$ cat config.mk
export PLATFORM = sky130hd
export DESIGN_NAME = acc_top
export DESIGN_NICKNAME = d
export VERILOG_FILES = /design/src/acc_pkg.sv /design/src/acc_decimator.sv /design/src/acc_top.sv
export SDC_FILE = /design/constraint.sdc
export NUM_CORES = 1
export LEC_CHECK = 0
export BUFFER_PORTS_ARGS = -buffer_cell sky130_fd_sc_hd__buf_2
export CAP_MARGIN = 20
export CORE_MARGIN = 4
export CORE_UTILIZATION = 45
export DETAILED_ROUTE_END_ITERATION = 6
export PLACE_DENSITY = 0.65
export SYNTH_ARGS = -nofsm -noshare
export SYNTH_HDL_FRONTEND = slang
export SYNTH_SLANG_ARGS = --single-unit
$ cat constraint.sdc
create_clock -name ref_clk -period 4.6 [get_ports ref_clk]
set_clock_uncertainty 0.05 [all_clocks]
set_input_delay 0.23 -clock ref_clk [delete_from_list [all_inputs] [get_ports ref_clk]]
set_output_delay 0.23 -clock ref_clk [all_outputs]
set_load 0.005 [all_outputs]
$ cat src/acc_pkg.sv
// constants shared by the audio codec control block
package acc_pkg;
    // register indices on the control register port
    localparam logic [3:0]  ACC_OFS_CTRL_A     = 4'h7;
    localparam logic [3:0]  ACC_OFS_CTRL_B     = 4'h8;
    localparam logic [3:0]  ACC_OFS_MODE       = 4'hD;
    localparam logic [3:0]  ACC_OFS_STATUS     = 4'hE;
    // field positions
    localparam int          ACC_DIV_LSB        = 0;
    localparam int          ACC_DIV_W          = 7;
    localparam int          ACC_GAIN_LSB       = 7;
    localparam int          ACC_GAIN_W         = 5;
    localparam int          ACC_ATTEN_LSB      = 0;
    localparam int          ACC_ATTEN_W        = 5;
    localparam int          ACC_LOOP_BIT       = 12;
    localparam int          ACC_MUTE_BIT       = 13;
    localparam int          ACC_IN_EN_BIT      = 14;
    localparam int          ACC_OFFCAN_BIT     = 13;
    // reset values
    localparam logic [15:0] ACC_RST_CTRL_A     = 16'h000C;
    localparam logic [15:0] ACC_RST_CTRL_B     = 16'h0000;
    localparam logic [15:0] ACC_RST_MODE       = 16'h0000;
    // divisor lower bound and gain ceiling (31 steps of 1.5 dB = 46.5 dB)
    localparam logic [6:0]  ACC_DIV_MIN        = 7'h08;
    localparam logic [4:0]  ACC_GAIN_MAX       = 5'h1F;
    // index of the last modulator tick in a sample (64 ticks per sample)
    localparam logic [5:0]  ACC_OSR_LAST       = 6'h3F;
    localparam logic [3:0]  ACC_FULL_CODE      = 4'hF;
endpackage

$ cat src/acc_decimator.sv
// decimation low-pass filter: sums 64 modulator ticks into one sample
`timescale 1ns/100ps
module acc_decimator (
    input  wire logic        ref_clk,
    input  wire logic        rst,
    input  wire logic        tick,
    input  wire logic        frame_end,
    input  wire logic [3:0]  level,
    output logic      [15:0] sample
);
    logic [9:0]  sum_reg;       // running sum over one sample period
    logic [9:0]  sum_next;
    logic [15:0] sample_reg;    // last finished sample
    logic [9:0]  level_ext;

    assign level_ext = {6'h00, level};
    // boxcar sum over the oversampling window; its nulls at multiples of
    // the sample rate reject the aliases up to 32 times that rate
    assign sum_next  = frame_end ? 10'h000 : sum_reg + level_ext;
    assign sample    = sample_reg;

    // accumulate on each tick, hand out the sum at the window end
    always_ff @(posedge ref_clk or posedge rst)
    begin
        if (rst)
        begin
            sum_reg    <= 10'h000;
            sample_reg <= 16'h0000;
        end
        else if (tick)
        begin
            sum_reg <= sum_next;
            if (frame_end)
                sample_reg <= {sum_reg + level_ext, 6'h00};
        end
    end
endmodule

$ cat src/acc_top.sv
// audio codec control: registers, sample clock from the serial bus clock, datapath
// Notes on behaviour
// - mode bit 13 enables offset cancellation
// - sample rate is 2*fclk over 64*divisor
// - odd divisor counts both clock edges
// - even divisor counts rising edges only
// - input path off floats mic ground
// - gain field sets 1.5 dB steps
// - input gain capped at 46.5 dB
// - modulator ticks at 64 times sample rate
// - decimation filter ends the input chain
// - output interpolated 64x into 4-bit DAC
// - output has attenuation and mute
// - loopback feeds output into input path
// - digital filter rejects aliases to 32 fsa
`timescale 1ns/100ps
module acc_top (
    input  wire logic        ref_clk,
    input  wire logic        rst,
    input  wire logic        serial_bus_clock,
    input  wire logic [3:0]  reg_addr,
    input  wire logic [15:0] reg_wdata,
    input  wire logic        reg_write,
    output logic      [15:0] reg_rdata,
    input  wire logic        mic_positive_input,
    input  wire logic [15:0] play_sample,
    output logic             play_ready,
    output logic      [15:0] rec_sample,
    output logic             rec_valid,
    output logic             mod_tick,
    output logic      [3:0]  dac_code,
    output logic             offset_cancel_enable,
    output logic      [4:0]  input_gain_setting,
    output logic             mic_ground_return_o,
    output logic             mic_ground_return_oe_n
);
    ////////////////////////////////////////////////////////////////////////
    // register file
    logic [15:0] ctrl_a_reg;          // divisor and input gain
    logic [15:0] ctrl_b_reg;          // attenuation, loopback, mute, input enable
    logic [15:0] mode_reg;            // offset cancellation
    logic [15:0] rdata_reg;           // registered read data
    logic [15:0] rdata_next;
    logic        wr_a;
    logic        wr_b;
    logic        wr_mode;
    logic [15:0] rec_sample_w;        // decimator output

    assign wr_a    = reg_write && (reg_addr == acc_pkg::ACC_OFS_CTRL_A);
    assign wr_b    = reg_write && (reg_addr == acc_pkg::ACC_OFS_CTRL_B);
    assign wr_mode = reg_write && (reg_addr == acc_pkg::ACC_OFS_MODE);

    // unmapped indices read as zero
    assign rdata_next =
        (reg_addr == acc_pkg::ACC_OFS_CTRL_A) ? ctrl_a_reg :
        (reg_addr == acc_pkg::ACC_OFS_CTRL_B) ? ctrl_b_reg :
        (reg_addr == acc_pkg::ACC_OFS_MODE)   ? mode_reg   :
        (reg_addr == acc_pkg::ACC_OFS_STATUS) ? rec_sample_w : 16'h0000;
    assign reg_rdata = rdata_reg;

    // register writes, one word per strobe
    always_ff @(posedge ref_clk or posedge rst)
    begin
        if (rst)
        begin
            ctrl_a_reg <= acc_pkg::ACC_RST_CTRL_A;
            ctrl_b_reg <= acc_pkg::ACC_RST_CTRL_B;
            mode_reg   <= acc_pkg::ACC_RST_MODE;
            rdata_reg  <= 16'h0000;
        end
        else
        begin
            if (wr_a)
                ctrl_a_reg <= reg_wdata;
            if (wr_b)
                ctrl_b_reg <= reg_wdata;
            if (wr_mode)
                mode_reg <= reg_wdata;
            rdata_reg <= rdata_next;
        end
    end

    ////////////////////////////////////////////////////////////////////////
    // static controls to the analog side
    logic [6:0] divisor;
    logic [4:0] gain_field;
    logic [4:0] atten;
    logic       loopback;
    logic       mute;
    logic       input_en;

    assign divisor    = ctrl_a_reg[acc_pkg::ACC_DIV_LSB +: acc_pkg::ACC_DIV_W];
    assign gain_field = ctrl_a_reg[acc_pkg::ACC_GAIN_LSB +: acc_pkg::ACC_GAIN_W];
    assign atten      = ctrl_b_reg[acc_pkg::ACC_ATTEN_LSB +: acc_pkg::ACC_ATTEN_W];
    assign loopback   = ctrl_b_reg[acc_pkg::ACC_LOOP_BIT];
    assign mute       = ctrl_b_reg[acc_pkg::ACC_MUTE_BIT];
    assign input_en   = ctrl_b_reg[acc_pkg::ACC_IN_EN_BIT];

    assign offset_cancel_enable = mode_reg[acc_pkg::ACC_OFFCAN_BIT];
    // field is 5 bits, so code 31 (46.5 dB) is already the top
    assign input_gain_setting   = (gain_field > acc_pkg::ACC_GAIN_MAX) ?
                                  acc_pkg::ACC_GAIN_MAX : gain_field;
    // ground return pulled low while the path is on, floating when off
    assign mic_ground_return_o    = 1'b0;
    assign mic_ground_return_oe_n = ~input_en;

    ////////////////////////////////////////////////////////////////////////
    // serial bus clock synchroniser and edge detect
    logic [2:0] sclk_sync_reg;        // [0] meta, [1] stable, [2] previous

    always_ff @(posedge ref_clk or posedge rst)
    begin
        if (rst)
            sclk_sync_reg <= 3'b000;
        else
            sclk_sync_reg <= {sclk_sync_reg[1:0], serial_bus_clock};
    end

    logic sclk_rise;
    logic sclk_fall;
    logic div_odd;
    logic edge_hit;
    assign sclk_rise = sclk_sync_reg[1] & ~sclk_sync_reg[2];
    assign sclk_fall = ~sclk_sync_reg[1] & sclk_sync_reg[2];
    assign div_odd   = divisor[0];
    // odd divisor needs half-cycle resolution, so both edges count; a skewed
    // duty cycle then jitters the modulator tick spacing
    // even divisor keeps to rising edges only
    assign edge_hit  = div_odd ? (sclk_rise | sclk_fall) : sclk_rise;

    ////////////////////////////////////////////////////////////////////////
    // sample clock generation: fsa = 2*fclk/(64*div)
    logic [6:0] tick_len;             // edges per modulator tick
    logic [6:0] edge_cnt_reg;
    logic [6:0] edge_cnt_next;
    logic [5:0] phase_reg;            // modulator tick within the sample
    logic       tick;
    logic       frame_end;

    // both edges: div edges a tick; rising only: div/2 edges a tick
    assign tick_len  = div_odd ? divisor : {1'b0, divisor[6:1]};
    assign tick      = edge_hit && (edge_cnt_reg == 7'h00);
    assign frame_end = (phase_reg == acc_pkg::ACC_OSR_LAST);
    assign edge_cnt_next = tick ? (tick_len - 7'h01) : (edge_cnt_reg - 7'h01);

    // edge counter and tick phase; a divisor write restarts the sample period
    always_ff @(posedge ref_clk or posedge rst)
    begin
        if (rst)
        begin
            edge_cnt_reg <= 7'h00;
            phase_reg    <= 6'h00;
        end
        else if (wr_a)
        begin
            edge_cnt_reg <= 7'h00;
            phase_reg    <= 6'h00;
        end
        else if (edge_hit)
        begin
            edge_cnt_reg <= edge_cnt_next;
            if (tick)
                phase_reg <= phase_reg + 6'h01; // 64 ticks a sample
        end
    end

    ////////////////////////////////////////////////////////////////////////
    // output path: attenuate, mute, interpolate and noise-shape to 4 bits
    logic [15:0] play_hold_reg;       // sample being interpolated
    logic [15:0] shaped_err_reg;      // quantiser error fed back
    logic [3:0]  dac_reg;
    logic [15:0] att_shift;
    logic [15:0] att_sample;
    logic [16:0] shaper_sum;

    // 6 dB per shift plus a quarter off for the odd 3 dB step
    assign att_shift  = play_hold_reg >> atten[4:1];
    assign att_sample = mute ? 16'h0000 :
                        (atten[0] ? att_shift - {2'b00, att_shift[15:2]} : att_shift);
    // first-order shaper: top 4 bits go out, remainder carried
    assign shaper_sum = {1'b0, att_sample} + {5'h00, shaped_err_reg[11:0]};
    assign dac_code   = dac_reg;
    assign play_ready = tick && frame_end;

    // hold input sample per frame and update the DAC code each tick
    always_ff @(posedge ref_clk or posedge rst)
    begin
        if (rst)
        begin
            play_hold_reg  <= 16'h0000;
            shaped_err_reg <= 16'h0000;
            dac_reg        <= 4'h0;
        end
        else if (tick)
        begin
            if (frame_end)
                play_hold_reg <= play_sample;
            // saturate so a carry does not wrap the code to zero
            dac_reg <= shaper_sum[16] ? acc_pkg::ACC_FULL_CODE : shaper_sum[15:12];
            shaped_err_reg <= {4'h0, shaper_sum[11:0]};
        end
    end

    ////////////////////////////////////////////////////////////////////////
    // input path: modulator bit, or DAC code in loopback
    logic [1:0] mic_sync_reg;         // mic bitstream synchroniser
    logic [3:0] dec_level;
    logic       rec_valid_reg;
    logic       mod_tick_reg;

    always_ff @(posedge ref_clk or posedge rst)
    begin
        if (rst)
        begin
            mic_sync_reg  <= 2'b00;
            rec_valid_reg <= 1'b0;
            mod_tick_reg  <= 1'b0;
        end
        else
        begin
            mic_sync_reg  <= {mic_sync_reg[0], mic_positive_input};
            rec_valid_reg <= tick && frame_end;
            mod_tick_reg  <= tick; // modulator sampling strobe
        end
    end

    // loopback sends the shaped output straight into the decimator
    assign dec_level = loopback ? dac_reg :
                       ((mic_sync_reg[1] && input_en) ? acc_pkg::ACC_FULL_CODE : 4'h0);

    acc_decimator acc_decimator_i (
        .ref_clk   (ref_clk),
        .rst       (rst),
        .tick      (tick),
        .frame_end (frame_end),
        .level     (dec_level),
        .sample    (rec_sample_w)
    );

    assign rec_sample = rec_sample_w;
    assign rec_valid  = rec_valid_reg;
    assign mod_tick   = mod_tick_reg;
endmodule

* Yosys cells after proc, flatten, opt, wreduce, memory -nomap -nowiden *
Cells that the tools add are included.

storage, ports and cells
  output and inout port bits = 47
  input bits = 41
  word-level logic and storage cells = 64
  register bits after elaboration = 136

cells by class
  multiplexer cells = 19
  reduce and logical (&&, ||, !) cells = 11
  magnitude comparators = 1
  eq/ne operators = 5
  bitwise gates (word level) = 6
  shifts and indexed selects = 1
  add/sub/neg operators = 6

operators by type and width
  kind                                                                   number
  16-bit 2-to-1 mux                                                      6
  7-bit 2-to-1 mux                                                       4
  6-bit 2-to-1 mux                                                       3
  16-bit by 12-bit adder with 17-bit output                              1
  16-bit by 4-bit right shift with 16-bit output                         1
  16-bit by 14-bit subtractor with 16-bit output                         1
  7-bit by 1-bit subtractor with 7-bit output, second input constant     2
  4-bit equality test, second input constant                             3
  4-bit 2-to-1 mux                                                       3
  10-bit by 4-bit adder with 10-bit output                               1
  10-bit 2-to-1 mux                                                      1
  7-bit logical NOT                                                      1
  6-bit by 1-bit adder with 6-bit output, second input constant          1
  6-bit equality test, second input constant                             1
  1-bit logical AND                                                      6
  5-bit > comparator, second input constant                              1
  5-bit 2-to-1 mux                                                       1
  4-bit by 3-bit equality test with 1-bit output, second input constant  1
  2-bit AND reduction                                                    2
  2-bit nonzero test                                                     2
  1-bit NOT                                                              3
  1-bit bitwise AND                                                      2
  1-bit 2-to-1 mux                                                       1
  1-bit bitwise OR                                                       1

* Logic depth before layout (Yosys ltp) *
  depth after elaboration = 8
  gate-level depth with buffers = 26

* Cells and area by module *
Synthesis repeated with hierarchy kept, for this count alone.

second synthesis, totals
  cells, all modules = 850
  area total of the unflattened synthesis = 8127.8 um2

modules (own cells, without submodules)
  module         times used  area an instance (um2)  sequential area each (um2)  cells each
  acc_top        1           7021.7                  2905.3                      732
  acc_decimator  1           1106.1                  500.5                       118

* Least setup slack after synthesis *
Ideal clock, no wire load.

  kind = reg2reg
  start = register ctrl_b_reg[2]
  end = register dac_reg[2], in the netlist dac_code[2]
  arrival = 4.629 ns
  period minus slack after synthesis = 4.771 ns
  setup slack = -0.171 ns
  setup time = 0.092 ns
  cell stages (with the launch flop) = 25
  buffers on the path = 1
  cells stage by stage = dfrtp_1 > buf_2 > mux2_2 > o21ai_0 > nor2_1 > a21oi_1 > nand2_1 > o21ai_0 > inv_1 > ha_1 > nor2b_1 > o31ai_4 > a21oi_4 > o41a_1 > a21o_1 > a21oi_1 > xor2_1 > o21ai_0 > ha_1 > or4_1 > nor3_1 > nor2_1 > and3_1 > o211a_1 > o31ai_2

between the ends
  longest elaborated chain between the ends = 6

RTL lines
  item                                              RTL line        source
  start: declaration                                acc_top.sv:40   logic [15:0] ctrl_b_reg;
  start signal: assignment                          acc_top.sv:67   ctrl_b_reg <= acc_pkg::ACC_RST_CTRL_B;
  start signal: assignment                          acc_top.sv:76   ctrl_b_reg <= reg_wdata;
  16-bit by 4-bit right shift with 16-bit output *  acc_top.sv:177  assign att_shift = play_hold_reg >> atten[4:1];
  16-bit by 14-bit subtractor with 16-bit output    acc_top.sv:179  (atten[0] ? att_shift - {2'b00, att_shift[15:2]} : att_shift);
  16-bit 2-to-1 mux *                               acc_top.sv:179
  16-bit 2-to-1 mux *                               acc_top.sv:178  assign att_sample = mute ? 16'h0000 :
  16-bit by 12-bit adder with 17-bit output *       acc_top.sv:181  assign shaper_sum = {1'b0, att_sample} + {5'h00, shaped_err_reg[11:0]};
  4-bit 2-to-1 mux *                                acc_top.sv:199  dac_reg <= shaper_sum[16] ? acc_pkg::ACC_FULL_CODE : shaper_sum[15:12];
  end signal: assignment                            acc_top.sv:199
  end: declaration                                  acc_top.sv:171  logic [3:0] dac_reg;

Mark *: on every way between the ends. The rest lies on a longest branch, timed or not.
A chain may end at the register's enable or synchronous reset.

* Worst setup path in the final report *
  start = register ctrl_b_reg[2]
  end = register dac_reg[3], in the netlist dac_code[3]

Same word-level chain as after synthesis.

==> out/qor.txt <==
Buffer depth of the longest clock path -> 2
Global-route wire length before repair -> 33.55 mm
Post-layout nets -> 1090
Final setup violation count -> 4
Number of synthesized register bits -> 136
Vias after detailed routing -> 6751
Power per standard cell area -> 533.8 mW/mm^2
MaxCap Viol Count -> 0
Setup repair after global routing missed its margin -> true
Final WL -> 20.47 mm
Worst reg2reg path depth -> 22
Hold Crit Endpoint -> play_hold_reg[12]$_DFFE_PP0P_
Min setup slack post-route -> -0.1739 ns
Filler cell count in the final layout -> 1421
Pin count of the biggest net entering global routing -> 91
Clock transition at the registers of the reported paths -> 0.06 ns
Slew Limit Headroom -> 0.3314
Vias per Instance -> 5.401
Leakage power of the design -> 5.086 nW
Avg WL per Cell -> 16.38 um
Final Instance Area -> 0.01055 sq mm
Highest attainable clock frequency -> 209.5 MHz
Post-synthesis async set-or-reset flop share -> 1.000
Type of element launching the critical path -> register
Height of the chip -> 140.7 um
Count of yosys warnings during synthesis -> 0
PnR Total Power -> 0.005633 W
Crit path DAT -> 5.01 ns
Max VDD drop -> 0.2970 mV
Crit path from -> ctrl_b_reg[2]$_DFFE_PP0P_
Number of library cell types mapped by synthesis -> 74
Crit-path leading delay family -> simple AND/OR/NAND/NOR gates
Max Slew Vio Count -> 0
Measured slew at the worst slew-check pin -> 1.001 ns
Vias in the first global route -> 6728
Endpoint of the worst-slack reg-to-reg timing path -> dac_code[3]$_DFFE_PP0P_
Remaining antenna violation count after routing -> 0
Post-placement cell count -> 1176
Number of DRC markers after the initial detailed-route iteration -> 499
R2R Setup Slk -> -0.17 ns
Cell seen most often among critical-path stages -> nor2_1
IO Count -> 88
Placement Cell Area -> 0.009128 sq mm
Root buf cell -> clkbuf_16
CP peak stage delay -> 0.55 ns
FP Rows -> 48
Final hold viol count -> 0
Synth-to-Final Area Change -> 33.20%
Cell with the largest stage delay on the worst path -> or4_4
Fraction of final layout cells with drive strength greater than 1 -> 0.3580
Count of input and output buffers -> 80
Aggregate global-route resource usage -> 0.2062
Origin of the critical flop-to-flop path -> ctrl_b_reg[2]$_DFFE_PP0P_
Period Utilization, post-route -> 1.038
Count of inserted antenna diode cells -> 0
Type of element capturing the critical path -> register
H-Tree Level Count -> 4
Register area share after synthesis -> 0.4299
Synth Cell Area -> 0.007921 sq mm
Summed negative setup slack over all endpoints -> -0.4132 ns
CP Data Required Time -> 4.83 ns
Residual DRC count -> 0
Critical Setup Path Class -> reg2reg
Primary flip-flop cell chosen by synthesis mapping -> dfrtp_1
Minimum clock period -> 4.774 ns
Detailed Routing Iterations Pass 1 -> 6
Post-DP HPWL -> 13.72 mm
TritonCTS clock tree -> yes
Clock latency of the later-clocked register in the worst-skew pair -> 0.42 ns
EDFF count, synth -> 0
Standard cell core area -> 0.01730 sq mm
Gr ovfl total -> 0
Result of the run -> finished with violations
Post-route non-filler standard cell count -> 1250
Final weighted congestion in routability-driven placement -> 0.8663
Die Footprint -> 0.01979 sq mm
Class of the worst hold path -> in2reg
Number of instances on the worst hold path -> 2
Number of clock sinks -> 136
Initial Util -> 0.4580
Number of antenna violations at the first check in global routing -> 0
Critical-path maximum fanout -> 6
Avg Cell Area, Syn -> 9.590 sq um
Post-synthesis cell count -> 826
Die X -> 140.7 um
Total CTS buffers -> 17
Chain of cells forming the critical path -> mux2_2, nor2_1, nor2_1, mux2i_1, a21oi_2, ha_2, fa_2, nand2b_4, a21o_1, and2_4, o21bai_1, a21oi_1, xnor2_1, a21oi_1, nor2_1, ha_4, or4_4, nor3_2, nor2_2, buf_6, nor4_4, o31ai_1
Violated checks -> negative setup slack
Sum of buffers and inverters on the critical path -> 1
Hold path start -> play_sample[12]
[power breakdown]
| group | internal, W | switching [W] |
|---|---|---|
| sequential | 0.00144 | 0.000206 |
| clock | 0.000920 | 0.000508 |
| combinational | 0.00130 | 0.00126 |
| total | 0.00366 | 0.00198 |
[metrics by stage]
step           utilization  setup slack, ns  hold slack, ns
2_1_floorplan            -          0.01147          0.2114
3_3_place_gp        0.5261          -0.2139          0.2900
3_5_place_dp        0.5277          -0.3018          0.2894
4_1_cts             0.5900          -0.1291       0.0007368
5_1_grt             0.6100          -0.4521        0.004852
6_report            0.6100          -0.1739         0.01508
[routing by layer]
metal	global-route usage	up-vias	part of all wire
met1	0.2821	3310	0.45
met5	0	-	0
met2	0.3390	124	0.50
met3	0.03596	25	0.034
li1	-	3292	-
met4	0.05762	0	0.013
[synthesized netlist by cell type, drive strengths merged, types with 3 or more instances]
master,number,share of area
nand2b,11,0.0087
o211ai,4,0.0044
nand4,3,0.0024
o21a,9,0.0087
xor2,17,0.019
xnor2,15,0.017
o31ai,6,0.0081
nand3,11,0.0069
fa,3,0.0076
o22ai,4,0.0032
nor2b,6,0.0047
a211oi,15,0.014
a22o,4,0.0044
inv,32,0.015
o21ai,54,0.035
nor4,3,0.0032
a21o,8,0.0076
a31oi,3,0.0024
clkbuf,32,0.015
mux2i,18,0.023
nor3,11,0.0076
a222oi,16,0.020
a21oi,53,0.035
nor3b,3,0.0028
and3,6,0.0047
and2,5,0.0039
mux2,60,0.085
buf,16,0.013
a21boi,3,0.0028
o31a,3,0.0033
nand2,125,0.060
or3,4,0.0032
ha,33,0.052
dfrtp,134,0.42
nor2,68,0.032
[worst reg2reg max path, cell delays in order (launching register included)]
cell and delay, ns:
dfrtp_2 0.44, mux2_2 0.38, nor2_1 0.16, nor2_1 0.08, mux2i_1 0.26, a21oi_2 0.11, ha_2 0.21, fa_2 0.35
nand2b_4 0.15, a21o_1 0.22, and2_4 0.15, o21bai_1 0.15, a21oi_1 0.10, xnor2_1 0.13, a21oi_1 0.14, nor2_1 0.10
ha_4 0.18, or4_4 0.55, nor3_2 0.20, nor2_2 0.08, buf_6 0.13, nor4_4 0.23, o31ai_1 0.09
[logic make-up after synthesis]
family	after synthesis	synth area share
flip-flops	136	0.4299
AND/OR/NAND/NOR	267	0.1521
adder cells (fa/ha/maj)	36	0.05971
buffers and inverters	80	0.04312
XOR/XNOR	32	0.03538
multiplexers	78	0.1085
AO/OA/AOI/OAI	196	0.1707
other	1	0.0004734
[placed cells by master, fill, tap and decap left out, types with 8 or more instances in the layout]
master,instances
dfrtp_1,133
ha_1,28
a222oi_1,16
nand3_1,11
buf_4,93
o21a_1,8
mux2i_1,9
mux2_2,58
xor2_1,17
a21oi_2,15
o21ai_2,8
xnor2_1,15
a211oi_1,8
nor2_1,63
buf_2,80
o21ai_0,38
nand2_1,123
dlygate4sd3_1,29
nand2b_1,10
inv_1,28
a21oi_1,37
clkbuf_16,17
a21o_1,8
[worst max path at each step]
| stage | to | slack [ns] | depth (start not counted) |
|---|---|---|---|
| 2_1_floorplan | dac_code[2]$_DFFE_PP0P_ | 0.01 | 24 |
| 3_3_place_gp | dac_code[2]$_DFFE_PP0P_ | -0.21 | 23 |
| 3_5_place_dp | dac_code[2]$_DFFE_PP0P_ | -0.30 | 23 |
| 4_1_cts | dac_code[3]$_DFFE_PP0P_ | -0.13 | 23 |
| 5_1_grt | dac_code[3]$_DFFE_PP0P_ | -0.45 | 22 |
| 6_report | dac_code[3]$_DFFE_PP0P_ | -0.17 | 22 |
[layout make-up]
cell class	count	area [sq um]	share of cell area
multi-input cells	616	4597	0.4357
flip-flops and latches	136	3407	0.3229
repair buffers	210	1521	0.1442
clock buffers	20	446.7	0.04233
well taps	225	281.5	0.02668
clock inverters	11	172.7	0.01636
inverters	32	125.1	0.01186
[what timing repair did]
action / 4_1_cts / 5_1_grt
resized for setup: 44 / 61
pin swaps: 13 / 33
hold endpoints to repair: 117 / 0
gates cloned: 0 / 0
hold buffers: 29 / 0
endpoints found under the setup margin: 7 / 9
setup buffers: 5 / 9
(Power assumes the default switching activity.)
